**src/clsbo_pkg.sv**
```systemverilog
// Constants, opcodes and register map for the load, store and bit operation unit.
package clsbo_pkg;

   // ==========================================================
   // Register map of the plain register port.
   // Status flags register offset.
   localparam logic [7:0] STATUS_FLAGS_ADDR = 8'h3F;
   // Program page extension register offset.
   localparam logic [7:0] PAGE_EXT_ADDR = 8'h3B;
   // First offset of the working register window (32 bytes).
   localparam logic [7:0] GPR_WINDOW_BASE = 8'h40;
   // Reset value of the status flags.
   localparam logic [7:0] STATUS_FLAGS_RESET = 8'h00;
   // Reset value of the page extension register.
   localparam logic [7:0] PAGE_EXT_RESET = 8'h00;

   // ==========================================================
   // Bit positions inside the status flags.
   localparam int FLAG_C = 0;
   localparam int FLAG_Z = 1;
   localparam int FLAG_N = 2;
   localparam int FLAG_V = 3;
   localparam int FLAG_S = 4;
   localparam int FLAG_H = 5;
   localparam int FLAG_T = 6;
   localparam int FLAG_I = 7;

   // ==========================================================
   // Pointer register pairs and their low register index.
   localparam logic [1:0] PTR_X = 2'h0;
   localparam logic [1:0] PTR_Y = 2'h1;
   localparam logic [1:0] PTR_Z = 2'h2;
   localparam logic [4:0] PTR_BASE_REG = 5'h1A;
   localparam logic [4:0] PTR_Z_LOW_REG = 5'h1E;

   // ==========================================================
   // Addressing modes for indirect and program memory accesses.
   localparam logic [1:0] AM_PLAIN = 2'h0;
   localparam logic [1:0] AM_POSTINC = 2'h1;
   localparam logic [1:0] AM_PREDEC = 2'h2;
   localparam logic [1:0] AM_DISP = 2'h3;

   // ==========================================================
   // Encoding: branch offset width, displacement width, instruction words.
   localparam int BRANCH_OFS_BITS = 7;
   localparam int DISP_BITS = 6;
   localparam logic [15:0] PC_STEP_ONE = 16'h0001;
   localparam logic [15:0] PC_STEP_TWO = 16'h0002;

   // Operations handled by this unit.
   typedef enum logic [4:0] {
      OP_NOP,
      OP_BRANCH_NO_OVERFLOW,
      OP_BRANCH_IRQ_ON,
      OP_BRANCH_IRQ_OFF,
      OP_SET_IO_BIT,
      OP_CLEAR_IO_BIT,
      OP_ROTATE_LEFT_CARRY,
      OP_ROTATE_RIGHT_CARRY,
      OP_BIT_TO_T_FLAG,
      OP_T_FLAG_TO_BIT,
      OP_GENERIC_FLAG_SET,
      OP_GENERIC_FLAG_CLEAR,
      OP_LOAD_INDIRECT,
      OP_STORE_INDIRECT,
      OP_LOAD_DIRECT,
      OP_STORE_DIRECT,
      OP_PROGRAM_MEMORY_LOAD,
      OP_EXTENDED_PROGRAM_MEMORY_LOAD
   } clsbo_op_t;

endpackage

```
**src/clsbo_core.sv**
```systemverilog
// Execution unit for branches, bit operations, flag operations and memory loads and stores.
`timescale 1ns/1ps
// ==========================================================
// Contract
// - Overflow clear branch adds offset plus one.
// - Interrupt enabled branch adds offset plus one.
// - Interrupt disabled branch adds offset plus one.
// - Set I/O bit, two cycles, flags kept.
// - Clear I/O bit, two cycles, flags kept.
// - Rotate left through carry, flags ZCNV, one cycle.
// - Rotate right through carry, flags ZCNV, one cycle.
// - Copy register bit into T flag.
// - Copy T flag into register bit.
// - Set or clear one status flag.
// - Load indirect then increment pointer, two cycles.
// - Decrement pointer then load indirect, two cycles.
// - Load at Y or Z plus displacement.
// - Store indirect then increment pointer, two cycles.
// - Decrement pointer then store indirect, two cycles.
// - Store at Y or Z plus displacement.
// - Direct load from constant address, two cycles.
// - Direct store to constant address, two cycles.
// - Program memory load by Z, three cycles.
// - Extended load uses page above Z.
module clsbo_core #(
   parameter int PAGE_BITS = 2
) (
   // Clock and reset.
   input wire logic core_clk,
   input wire logic rst_n,
   // Instruction issue.
   input wire logic instr_valid,
   input wire clsbo_pkg::clsbo_op_t instr_op,
   input wire logic [1:0] instr_mode,
   input wire logic [1:0] instr_ptr,
   input wire logic [4:0] instr_rd,
   input wire logic [4:0] instr_rr,
   input wire logic [2:0] instr_bit,
   input wire logic [15:0] instr_k,
   output logic instr_ready,
   output logic [15:0] pc,
   // Data memory.
   output logic [15:0] dmem_addr,
   output logic [7:0] dmem_wdata,
   output logic dmem_re,
   output logic dmem_we,
   input wire logic [7:0] dmem_rdata,
   // Program memory.
   output logic [16+PAGE_BITS-1:0] pmem_addr,
   output logic pmem_re,
   input wire logic [7:0] pmem_rdata,
   // I/O bit access.
   output logic [4:0] io_addr,
   output logic [2:0] io_bit,
   output logic io_set,
   output logic io_clear,
   // Register port.
   input wire logic [7:0] reg_addr,
   input wire logic [7:0] reg_wdata,
   input wire logic reg_wr,
   input wire logic reg_rd,
   output logic [7:0] reg_rdata
);

   // ==========================================================
   // State and storage.
   typedef enum logic [2:0] {
      ST_IDLE,
      ST_BRANCH,
      ST_IO,
      ST_DLOAD,
      ST_DSTORE,
      ST_PM_ADDR,
      ST_PM_DATA
   } clsbo_state_t;

   // Current and next execution state.
   clsbo_state_t state;
   clsbo_state_t next_state;
   // Working registers.
   logic [7:0] gpr [32];
   // Status flags.
   logic [7:0] status_flags;
   // Program page extension, only the implemented bits.
   logic [PAGE_BITS-1:0] program_page_extension;
   // Destination register held for the second or third cycle.
   logic [4:0] rd_hold;

   // ==========================================================
   // Decode helpers.
   // Instruction accepted this cycle.
   logic accept;
   // Branch condition met.
   logic branch_cond;
   // Target of a taken branch.
   logic [15:0] branch_target;
   // Selected pointer pair index and value.
   logic [4:0] ptr_lo;
   logic [15:0] ptr_val;
   // Pointer value after update and effective data address.
   logic [15:0] ptr_new;
   logic [15:0] data_addr;
   // Full program address and its increment.
   logic [16+PAGE_BITS-1:0] prog_addr;
   logic [16+PAGE_BITS-1:0] prog_addr_inc;
   // Rotate result and new carry.
   logic [7:0] rot_result;
   logic rot_carry;
   // Register window hit on the register port.
   logic gpr_hit;

   assign accept = instr_valid && instr_ready;
   assign gpr_hit = (reg_addr[7:5] == clsbo_pkg::GPR_WINDOW_BASE[7:5]);
   assign ptr_lo = clsbo_pkg::PTR_BASE_REG + {2'h0, instr_ptr, 1'b0};
   assign ptr_val = {gpr[ptr_lo + 5'h01], gpr[ptr_lo]};
   assign prog_addr_inc = prog_addr + 1'b1;
   // Offset is sign extended and the branch skips past itself.
   assign branch_target = pc + {{(16 - clsbo_pkg::BRANCH_OFS_BITS)
      {instr_k[clsbo_pkg::BRANCH_OFS_BITS-1]}}, instr_k[clsbo_pkg::BRANCH_OFS_BITS-1:0]}
      + clsbo_pkg::PC_STEP_ONE;

   // Branch condition and rotate datapath.
   always_comb begin
      case (instr_op)
         clsbo_pkg::OP_BRANCH_NO_OVERFLOW: begin
            branch_cond = !status_flags[clsbo_pkg::FLAG_V];
         end
         clsbo_pkg::OP_BRANCH_IRQ_ON: begin
            branch_cond = status_flags[clsbo_pkg::FLAG_I];
         end
         clsbo_pkg::OP_BRANCH_IRQ_OFF: begin
            branch_cond = !status_flags[clsbo_pkg::FLAG_I];
         end
         default: begin
            branch_cond = 1'b0;
         end
      endcase
      // Left rotate brings carry into bit 0, right rotate into bit 7.
      if (instr_op == clsbo_pkg::OP_ROTATE_LEFT_CARRY) begin
         rot_result = {gpr[instr_rd][6:0], status_flags[clsbo_pkg::FLAG_C]};
         rot_carry = gpr[instr_rd][7];
      end else begin
         rot_result = {status_flags[clsbo_pkg::FLAG_C], gpr[instr_rd][7:1]};
         rot_carry = gpr[instr_rd][0];
      end
   end

   // Pointer arithmetic and effective addresses.
   always_comb begin
      ptr_new = ptr_val;
      data_addr = ptr_val;
      case (instr_mode)
         clsbo_pkg::AM_POSTINC: begin
            ptr_new = ptr_val + clsbo_pkg::PC_STEP_ONE;
         end
         clsbo_pkg::AM_PREDEC: begin
            ptr_new = ptr_val - clsbo_pkg::PC_STEP_ONE;
            data_addr = ptr_new;
         end
         clsbo_pkg::AM_DISP: begin
            // Pointer is left alone, only the address is offset.
            data_addr = ptr_val + {10'h000, instr_k[clsbo_pkg::DISP_BITS-1:0]};
         end
         default: begin
            data_addr = ptr_val;
         end
      endcase
      // The page extension sits above Z only for the extended form.
      if (instr_op == clsbo_pkg::OP_EXTENDED_PROGRAM_MEMORY_LOAD) begin
         prog_addr = {program_page_extension,
            gpr[clsbo_pkg::PTR_Z_LOW_REG + 5'h01], gpr[clsbo_pkg::PTR_Z_LOW_REG]};
      end else begin
         prog_addr = {{PAGE_BITS{1'b0}},
            gpr[clsbo_pkg::PTR_Z_LOW_REG + 5'h01], gpr[clsbo_pkg::PTR_Z_LOW_REG]};
      end
   end

   // ==========================================================
   // Sequencing.
   // Next state: multi-cycle instructions leave idle on acceptance.
   always_comb begin
      next_state = ST_IDLE;
      case (state)
         ST_IDLE: begin
            if (accept) begin
               case (instr_op)
                  clsbo_pkg::OP_BRANCH_NO_OVERFLOW,
                  clsbo_pkg::OP_BRANCH_IRQ_ON,
                  clsbo_pkg::OP_BRANCH_IRQ_OFF: begin
                     // Taken branch spends one more cycle to refetch.
                     next_state = branch_cond ? ST_BRANCH : ST_IDLE;
                  end
                  clsbo_pkg::OP_SET_IO_BIT, clsbo_pkg::OP_CLEAR_IO_BIT: begin
                     next_state = ST_IO;
                  end
                  clsbo_pkg::OP_LOAD_INDIRECT, clsbo_pkg::OP_LOAD_DIRECT: begin
                     next_state = ST_DLOAD;
                  end
                  clsbo_pkg::OP_STORE_INDIRECT, clsbo_pkg::OP_STORE_DIRECT: begin
                     next_state = ST_DSTORE;
                  end
                  clsbo_pkg::OP_PROGRAM_MEMORY_LOAD,
                  clsbo_pkg::OP_EXTENDED_PROGRAM_MEMORY_LOAD: begin
                     next_state = ST_PM_ADDR;
                  end
                  default: begin
                     next_state = ST_IDLE;
                  end
               endcase
            end
         end
         ST_PM_ADDR: begin
            next_state = ST_PM_DATA;
         end
         default: begin
            next_state = ST_IDLE;
         end
      endcase
   end

   // State register and the ready flag that mirrors it.
   always_ff @(posedge core_clk or negedge rst_n) begin
      if (!rst_n) begin
         state <= ST_IDLE;
         instr_ready <= 1'b1;
      end else begin
         state <= next_state;
         instr_ready <= (next_state == ST_IDLE);
      end
   end

   // Program counter: one word per instruction, two for direct accesses, offset plus one for taken branches.
   always_ff @(posedge core_clk or negedge rst_n) begin
      if (!rst_n) begin
         pc <= 16'h0000;
      end else if (accept) begin
         if (branch_cond) begin
            pc <= branch_target;
         end else if (instr_op == clsbo_pkg::OP_LOAD_DIRECT ||
               instr_op == clsbo_pkg::OP_STORE_DIRECT) begin
            pc <= pc + clsbo_pkg::PC_STEP_TWO;
         end else begin
            pc <= pc + clsbo_pkg::PC_STEP_ONE;
         end
      end
   end

   // ==========================================================
   // Memory and I/O strobes, each standing for one cycle.
   always_ff @(posedge core_clk or negedge rst_n) begin
      if (!rst_n) begin
         dmem_addr <= 16'h0000;
         dmem_wdata <= 8'h00;
         dmem_re <= 1'b0;
         dmem_we <= 1'b0;
         pmem_addr <= '0;
         pmem_re <= 1'b0;
         io_addr <= 5'h00;
         io_bit <= 3'h0;
         io_set <= 1'b0;
         io_clear <= 1'b0;
         rd_hold <= 5'h00;
      end else begin
         dmem_re <= accept && (instr_op == clsbo_pkg::OP_LOAD_INDIRECT ||
            instr_op == clsbo_pkg::OP_LOAD_DIRECT);
         dmem_we <= accept && (instr_op == clsbo_pkg::OP_STORE_INDIRECT ||
            instr_op == clsbo_pkg::OP_STORE_DIRECT);
         pmem_re <= accept && (instr_op == clsbo_pkg::OP_PROGRAM_MEMORY_LOAD ||
            instr_op == clsbo_pkg::OP_EXTENDED_PROGRAM_MEMORY_LOAD);
         io_set <= accept && (instr_op == clsbo_pkg::OP_SET_IO_BIT);
         io_clear <= accept && (instr_op == clsbo_pkg::OP_CLEAR_IO_BIT);
         if (accept) begin
            rd_hold <= instr_rd;
            io_addr <= instr_k[4:0];
            io_bit <= instr_bit;
            dmem_wdata <= gpr[instr_rr];
            pmem_addr <= prog_addr;
            // Direct forms carry the address in the instruction.
            if (instr_op == clsbo_pkg::OP_LOAD_DIRECT ||
                  instr_op == clsbo_pkg::OP_STORE_DIRECT) begin
               dmem_addr <= instr_k;
            end else begin
               dmem_addr <= data_addr;
            end
         end
      end
   end

   // ==========================================================
   // Working registers: port writes, results and pointer updates.
   always_ff @(posedge core_clk or negedge rst_n) begin
      if (!rst_n) begin
         for (int i = 0; i < 32; i++) begin
            gpr[i] <= 8'h00;
         end
      end else begin
         if (reg_wr && gpr_hit) begin
            gpr[reg_addr[4:0]] <= reg_wdata;
         end
         if (accept) begin
            case (instr_op)
               clsbo_pkg::OP_ROTATE_LEFT_CARRY, clsbo_pkg::OP_ROTATE_RIGHT_CARRY: begin
                  gpr[instr_rd] <= rot_result;
               end
               clsbo_pkg::OP_T_FLAG_TO_BIT: begin
                  gpr[instr_rd][instr_bit] <= status_flags[clsbo_pkg::FLAG_T];
               end
               clsbo_pkg::OP_LOAD_INDIRECT, clsbo_pkg::OP_STORE_INDIRECT: begin
                  // Plain and displaced forms write the pointer back unchanged.
                  gpr[ptr_lo] <= ptr_new[7:0];
                  gpr[ptr_lo + 5'h01] <= ptr_new[15:8];
               end
               clsbo_pkg::OP_PROGRAM_MEMORY_LOAD,
               clsbo_pkg::OP_EXTENDED_PROGRAM_MEMORY_LOAD: begin
                  if (instr_mode == clsbo_pkg::AM_POSTINC) begin
                     gpr[clsbo_pkg::PTR_Z_LOW_REG] <= prog_addr_inc[7:0];
                     gpr[clsbo_pkg::PTR_Z_LOW_REG + 5'h01] <= prog_addr_inc[15:8];
                  end
               end
               default: begin
               end
            endcase
         end
         // Loaded bytes land at the end of the last cycle.
         if (state == ST_DLOAD) begin
            gpr[rd_hold] <= dmem_rdata;
         end
         if (state == ST_PM_DATA) begin
            gpr[rd_hold] <= pmem_rdata;
         end
      end
   end

   // Page extension: the extended post-increment carries into it.
   always_ff @(posedge core_clk or negedge rst_n) begin
      if (!rst_n) begin
         program_page_extension <= clsbo_pkg::PAGE_EXT_RESET[PAGE_BITS-1:0];
      end else if (accept && instr_mode == clsbo_pkg::AM_POSTINC &&
            instr_op == clsbo_pkg::OP_EXTENDED_PROGRAM_MEMORY_LOAD) begin
         program_page_extension <= prog_addr_inc[16+PAGE_BITS-1:16];
      end else if (reg_wr && reg_addr == clsbo_pkg::PAGE_EXT_ADDR) begin
         program_page_extension <= reg_wdata[PAGE_BITS-1:0];
      end
   end

   // Status flags: instruction updates win over a port write.
   always_ff @(posedge core_clk or negedge rst_n) begin
      if (!rst_n) begin
         status_flags <= clsbo_pkg::STATUS_FLAGS_RESET;
      end else begin
         if (reg_wr && reg_addr == clsbo_pkg::STATUS_FLAGS_ADDR) begin
            status_flags <= reg_wdata;
         end
         if (accept) begin
            case (instr_op)
               clsbo_pkg::OP_ROTATE_LEFT_CARRY, clsbo_pkg::OP_ROTATE_RIGHT_CARRY: begin
                  // Overflow is negative xor carry after the rotate.
                  status_flags[clsbo_pkg::FLAG_C] <= rot_carry;
                  status_flags[clsbo_pkg::FLAG_Z] <= (rot_result == 8'h00);
                  status_flags[clsbo_pkg::FLAG_N] <= rot_result[7];
                  status_flags[clsbo_pkg::FLAG_V] <= rot_result[7] ^ rot_carry;
               end
               clsbo_pkg::OP_BIT_TO_T_FLAG: begin
                  status_flags[clsbo_pkg::FLAG_T] <= gpr[instr_rr][instr_bit];
               end
               clsbo_pkg::OP_GENERIC_FLAG_SET: begin
                  status_flags[instr_bit] <= 1'b1;
               end
               clsbo_pkg::OP_GENERIC_FLAG_CLEAR: begin
                  status_flags[instr_bit] <= 1'b0;
               end
               default: begin
               end
            endcase
         end
      end
   end

   // Register port read data, valid in the cycle after the strobe.
   always_ff @(posedge core_clk or negedge rst_n) begin
      if (!rst_n) begin
         reg_rdata <= 8'h00;
      end else if (!reg_rd) begin
         reg_rdata <= 8'h00;
      end else if (reg_addr == clsbo_pkg::STATUS_FLAGS_ADDR) begin
         reg_rdata <= status_flags;
      end else if (reg_addr == clsbo_pkg::PAGE_EXT_ADDR) begin
         reg_rdata <= {{(8-PAGE_BITS){1'b0}}, program_page_extension};
      end else if (gpr_hit) begin
         reg_rdata <= gpr[reg_addr[4:0]];
      end else begin
         reg_rdata <= 8'h00;
      end
   end

   // Operation being accepted, for readable assertions.
   logic is_br;
   logic is_dir;
   assign is_br = (instr_op == clsbo_pkg::OP_BRANCH_NO_OVERFLOW) ||
      (instr_op == clsbo_pkg::OP_BRANCH_IRQ_ON) || (instr_op == clsbo_pkg::OP_BRANCH_IRQ_OFF);
   assign is_dir = (instr_op == clsbo_pkg::OP_LOAD_DIRECT) ||
      (instr_op == clsbo_pkg::OP_STORE_DIRECT);
endmodule

```
**config.mk**
```make
export PLATFORM = sky130hd
export DESIGN_NAME = clsbo_core
export DESIGN_NICKNAME = d
export VERILOG_FILES = /design/src/clsbo_pkg.sv /design/src/clsbo_core.sv
export SDC_FILE = /design/constraint.sdc
export NUM_CORES = 2
export LEC_CHECK = 0
export ABC_AREA = 1
export BUFFER_PORTS_ARGS = -buffer_cell sky130_fd_sc_hd__buf_2
export CORE_UTILIZATION = 23
export CTS_BUF_LIST = sky130_fd_sc_hd__clkbuf_4 sky130_fd_sc_hd__clkbuf_8
export CTS_CLUSTER_SIZE = 8
export DETAILED_ROUTE_END_ITERATION = 10
export PLACE_DENSITY_LB_ADDON = 0.1
export SLEW_MARGIN = 20
export SYNTH_ARGS = -nofsm -noshare
export SYNTH_HDL_FRONTEND = slang
export SYNTH_SLANG_ARGS = --single-unit
```
**constraint.sdc**
```tcl
create_clock -name core_clk -period 3.7 [get_ports core_clk]
set_input_delay 0.74 -clock core_clk [delete_from_list [all_inputs] [get_ports core_clk]]
set_output_delay 0.74 -clock core_clk [all_outputs]
set_load 0.05 [all_outputs]
```
Word-level counts from Yosys, hierarchy flattened
Cells that the tools add are included.

word-level totals
  register bits after elaboration = 354
  bits of input ports = 75
  output and inout bits = 80
  logic and storage cells = 212

operators by class
  mux-type cells = 70
  order comparisons = 13
  bitwise gates (word level) = 10
  equal/unequal tests = 26
  reductions and logical operators = 34
  add/sub/neg operators = 10

operators by type and width
  cell                                                                   number
  256-bit bitwise mux                                                    7
  256-bit two-way mux                                                    4
  240-bit case mux with 3 select lines                                   1
  8-bit demux with 5-bit select                                          6
  8-bit binary-select mux with 5-bit select                              5
  8-bit two-way mux                                                      23
  16-bit two-way mux                                                     4
  16-bit case mux with 2 select lines                                    2
  16-bit case mux with 4 select lines                                    1
  16-bit by 1-bit adder with 16-bit output, second input constant        3
  5-bit by 4-bit equality test with 1-bit output, second input constant  8
  6-bit greater-or-equal comparator, second input constant               6
  5-bit NOT with 6-bit output                                            6
  6-bit by 1-bit < comparator with 1-bit output, second input constant   5
  5-bit by 3-bit equality test with 1-bit output, second input constant  4
  18-bit by 1-bit adder with 18-bit output, second input constant        1
  18-bit two-way mux                                                     1
  1-bit logical AND                                                      17
  16-bit adder                                                           1
  16-bit by 2-bit adder with 16-bit output, second input constant        1
  16-bit by 6-bit adder with 16-bit output                               1
  8-bit by 6-bit equality test with 1-bit output, second input constant  2
  16-bit by 1-bit subtractor with 16-bit output, second input constant   1
  3-bit case mux with 5 select lines                                     1
  32 further kinds                                                       52

Longest topological paths before layout
  depth after elaboration = 16
  gate-level depth with buffers = 29
  gate-level depth less buffers = 24

Worst setup path after synthesis
Ideal clock, no wire load.

  path kind = input-to-reg
  start point = input instr_ptr[0]
  end point = register dmem_addr[14]
  setup slack = -0.068 ns
  stages = 27
  setup time = 0.124 ns
  required time = 3.576 ns
  buffers on the path = 4
  data arrival time = 3.644 ns
  cells stage by stage = buf_4 inv_4 buf_6 buf_4 ha_1 buf_2 inv_1 nand3_1 nand3_1 nand2_2 inv_1 ha_1 fa_1 nand3_1 nand3_1 nand2_1 nand2_1 nand2_1 nand2_1 nand2_1 nor2_1 nand2_1 o21ai_0 nand3_1 o2111ai_1 o211ai_1 nand2_1

between the ends
  cells in the longest elaborated chain, start to end = 9
  elaborated cells between the ends (all ways) = 14
  classes of those cells = 4 x add/sub; 8 x mux; 2 x bitwise

ends and longest elaborated chain
  element                                                                                                    RTL line                              RTL
  start: declaration                                                                                         clsbo_core.sv:35                      input wire logic [1:0] instr_ptr,
  4-bit by 4-bit adder with 5-bit output *                                                                   clsbo_core.sv:114                     assign ptr_lo = clsbo_pkg::PTR_BASE_REG + {2'h0, instr_ptr, 1'b0};
  5-bit by 1-bit adder with 5-bit output                                                                     clsbo_core.sv:115                     assign ptr_val = {gpr[ptr_lo + 5'h01], gpr[ptr_lo]};
  5-bit NOT with 6-bit output (not written as such)                                                          clsbo_core.sv:115
  8-bit binary-select mux with 5-bit select                                                                  clsbo_core.sv:115
  8-bit two-way mux (not written as such) (2 in series)                                                      clsbo_core.sv:115
  16-bit by 6-bit adder with 16-bit output or 16-bit by 1-bit subtractor with 16-bit output (tied branches)  clsbo_core.sv:162, clsbo_core.sv:157
  16-bit case mux with 2 select lines *                                                                      clsbo_core.sv:152                     case (instr_mode)
  16-bit two-way mux *                                                                                       clsbo_core.sv:279                     if (instr_op == clsbo_pkg::OP_LOAD_DIRECT ||
  end signal: assignment                                                                                     clsbo_core.sv:281                     dmem_addr <= instr_k;
  end signal: assignment                                                                                     clsbo_core.sv:283                     dmem_addr <= data_addr;
  end: declaration                                                                                           clsbo_core.sv:43                      output logic [15:0] dmem_addr,

Mark *: on every way between the ends. The rest lies on a longest branch, timed or not. The select of a mux whose other input is x is not followed.
A chain may end at the register's enable or synchronous reset.

Worst setup path in the final report
  start point = register gpr[9] in the netlist's numbering
  end point = register gpr[0] in the netlist's numbering

between the ends
  cells in the longest elaborated chain, start to end = 12
  elaborated cells between the ends (all ways) = 21
  classes of those cells = 3 x add/sub; 18 x mux

ends and longest elaborated chain
  element                                                                                                    RTL line                              RTL
  start: declaration                                                                                         clsbo_core.sv:81                      logic [7:0] gpr [32];
  start signal: indexed assignment                                                                           clsbo_core.sv:298                     gpr[reg_addr[4:0]] <= reg_wdata;
  start signal: indexed assignment                                                                           clsbo_core.sv:303                     gpr[instr_rd] <= rot_result;
  start signal: indexed assignment                                                                           clsbo_core.sv:306                     gpr[instr_rd][instr_bit] <= status_flags[clsbo_pkg::FLAG_T];
  8-bit binary-select mux with 5-bit select                                                                  clsbo_core.sv:115
  8-bit two-way mux (not written as such) (2 in series)                                                      clsbo_core.sv:115
  16-bit by 1-bit subtractor with 16-bit output or 16-bit by 1-bit adder with 16-bit output (tied branches)  clsbo_core.sv:157, clsbo_core.sv:154
  16-bit case mux with 2 select lines                                                                        clsbo_core.sv:152
  256-bit bitwise mux                                                                                        clsbo_core.sv:311                     gpr[ptr_lo + 5'h01] <= ptr_new[15:8];
  16-bit case mux with 4 select lines *                                                                      clsbo_core.sv:301                     case (instr_op)
  256-bit two-way mux *                                                                                      clsbo_core.sv:300                     if (accept) begin
  256-bit bitwise mux                                                                                        clsbo_core.sv:326                     gpr[rd_hold] <= dmem_rdata;
  256-bit two-way mux *                                                                                      clsbo_core.sv:325                     if (state == ST_DLOAD) begin
  256-bit bitwise mux                                                                                        clsbo_core.sv:329                     gpr[rd_hold] <= pmem_rdata;
  256-bit two-way mux *                                                                                      clsbo_core.sv:328                     if (state == ST_PM_DATA) begin

Marks and branches as above.

==> flow_summary.yaml <==
outcome:
  status: "complete, no violations"
pwr:
  powerDensity_nw_per_um2: 484
  ir_drop_uv: 280
  p_leak_nw: 23.6
global_route:
  grt-ovfl-total: 0
  grt_usage_pct: 41.8
  antenna_found_initial: 44
  grt_start_max_net_pins: 76
  grt_pass1_vias: 54200
  grt_pass1_wl_um: 493000
cells_and_area:
  final_layout_size_suffix_gt1_share_pct: 17.9
  fin_util_pct: 30.5
  area_growth_syn_to_layout_pct: 31.1
  layout_common_cells: "nand2_1, o21ai_0, nor2_1"
  nFillCells: 19400
  final_common_cell: "nand2_1"
  nets: 7721
yosys:
  syn_nets: 6996
  avgSynthCellArea_um2: 5.74
  synthFlopType: "dfrtp_1"
  synthArstFlopShare_pct: 100
  ys_seq_area_share_pct: 22.4
  synth_edf_count: 0
  synth_area_um2: 39500
  synth_seq_cells: 354
  yosys.cell_types.count: 61
  synth_cells: 6884
  synth_area_leaders: "dfrtp_1, nand2_1, o21ai_0"
  yosys_warnings: 0
  yosysTopAreaCell: "dfrtp_1"
  synth_top_area_share_pct: 22.4
timing:
  timing.final.crit_share_pct: 90.9
  tightest_slew_ps: 1180
  period_needed_ps: 3360
  slew_headroom_pct: 19.8
  slew_viol_final: 0
  setup_viol: 0
  fmax_ghz: 0.297
  fin_skew_ps: 61.4
  finalHoldViolCount: 0
  rsz0062_at_grt: "false"
  setup_tns_ps: 0
worst_setup_path:
  r2r_end: "gpr[0]"
  required_ps: 4470
  r2r-start: "gpr[9]"
  reg2regPathDepth: 18
  worstSetupStartpointType: "flip-flop"
  reg2reg_setup_slack_ps: 340
  worstPathMaxFanout: 6
  cp.arrival_ps: 4140
  worstSetupPathType: "reg -> reg"
  critPathCaptureType: "flip-flop"
routing:
  wl_per_cell_um: 37.9
  drt-initial-drc-count: 9060
  postRouteAntennaNets: 0
  vias: 59100
  drc: 0
  dr.pass1.iters: 9
  drt-total-wl_um: 376000
  vias_per_cell: 5.96
cts:
  root_buffer: "clkbuf_8"
  cts.path.max_buffers: 3
  clock-sinks: 354
  h-tree-depth: 3
  clk-insertion-delay-late_ps: 900
  numCtsBuffers: 85
  cts_tree: "yes"
  postCtsResizedCells: 0
  clkTransAtPathRegs_ps: 70
flow_run:
  drv_cap: 0
floorplanning:
  fp-row-count: 151
  core-area_um2: 170000
  die_height_um: 416
  die_w_um: 416
  initial_core_util_pct: 23.2
  ioPinCount: 155
  dieArea_um2: 173000
place:
  dp_hpwl_um: 284000
  port_buffers: 154
  gp_congestion: 1.07
worst_hold_path:
  hold_class: "in -> reg"
  hold_path_end: "dmem_addr[15]"
  hold_start: "instr_k[15]"
  hold_depth: 3
-- layer usage --
layer	up-vias	global-route usage, %	share of wire [%]
met5	-	0	0.088
met4	26	28.6	8.1
met3	1072	11.3	11
met2	4474	60.0	41
met1	28700	54.1	40
li1	24900	-	-
-- kinds of logic (layout without fill, tap and decap cells) --
family	count (synthesis)	in the layout	share of synthesized area (%)
AOI/OAI and AO/OA	2319	2319	33.2
xor gates and xnor gates	7	7	0.155
adders and majority gates	37	37	1.21
buffers and inverters	1191	1976	11.9
DFF	354	354	22.4
muxes	20	20	0.507
other	0	30	0
and+or+nand+nor	2956	2956	30.6
-- sequential cells by signal (all words and copies together) (netlist names), 5 cells and up --
register / count
pmem_addr: 18
gpr: 256
dmem_wdata: 8
status_flags: 8
reg_rdata: 8
rd_hold: 5
pc: 16
io_addr: 5
dmem_addr: 16
-- synth_stat cells (10+ instances only) --
library cell / count
a31oi_1: 53
clkinv_1: 11
nor2_2: 19
buf_1: 18
nor2_4: 10
nand3_1: 489
o2111ai_1: 19
o21ai_0: 929
ha_1: 35
buf_2: 85
nand2_1: 1493
inv_2: 31
o21ai_1: 86
nor2_1: 853
dfrtp_1: 353
mux2i_1: 20
buf_4: 19
o311ai_0: 17
a22oi_1: 128
nand4_1: 17
nand2_2: 20
nor3_1: 30
a221oi_1: 55
clkbuf_1: 339
a21oi_1: 678
o22ai_1: 157
o211ai_1: 110
o221ai_1: 41
inv_1: 680
-- stage by stage --
stage | cells | instance area, um^2 | power [mW] | setup WS (ps) | hold WS, ps
2_1_floorplan | 6884 | 39500 | 11.3 | -4.88 | 444
5_1_grt | 9896 | 51700 | 25.7 | 233 | 115
4_1_cts | 9887 | 51700 | 24.5 | 497 | 77.6
3_5_place_dp | 9739 | 49900 | 18.8 | -291 | 461
3_3_place_gp | 9739 | 49900 | 18.9 | -277 | 457
6_report | 9917 | 51800 | 25.1 | 337 | 146
-- final cells by class --
| class | instances | area, um^2 | area share [%] |
|---|---|---|---|
| well taps | 2218 | 2780 | 5.36 |
| multi-input cells | 5339 | 26000 | 50.2 |
| repair buffers | 1106 | 9500 | 18.3 |
| inverters | 723 | 2720 | 5.26 |
| diodes | 30 | 75.1 | 0.145 |
| flip-flops and latches | 354 | 8860 | 17.1 |
| clock buffers | 131 | 1670 | 3.23 |
| clock inverters | 16 | 165 | 0.319 |
-- how the worst max path moves through the flow --
stage,startpoint,end,slack [ps]
after detailed placement,instr_rd[0],gpr[88],-290
after CTS,gpr[9],gpr[0],500
after floorplan,instr_ptr[0],dmem_addr[14],-5
after global routing,gpr[57],dmem_addr[13],230
final,gpr[9],gpr[0],340
after global placement,instr_ptr[1],gpr[39],-280
-- what timing repair did --
item                      4_1_cts  5_1_grt
hold buffers                    1        0
hold endpoints to repair       48        0
setup buffers                   0        0
-- critical path: stages, from the launching register on --
cell and delay (ps):
dfrtp_1 650, inv_1 180, nand2_1 90, nand3_1 90
nand2_1 80, nand2_1 40, nand2_1 190, ha_1 240
inv_1 60, buf_4 120, nor3_1 290, buf_4 180
a21oi_1 60, o21ai_1 260, buf_4 270, nand3_1 130
nand2_1 100, nand2_1 70, a21oi_1 130
-- where the power goes --
group          switching, mW  internal, mW  total (mW)
Combinational           9.38          4.05        13.4
Clock                   2.57          3.06        5.63
Sequential              1.26          4.76        6.02
Total                   13.2          11.9        25.1
Power figures use the tool's default switching activity.
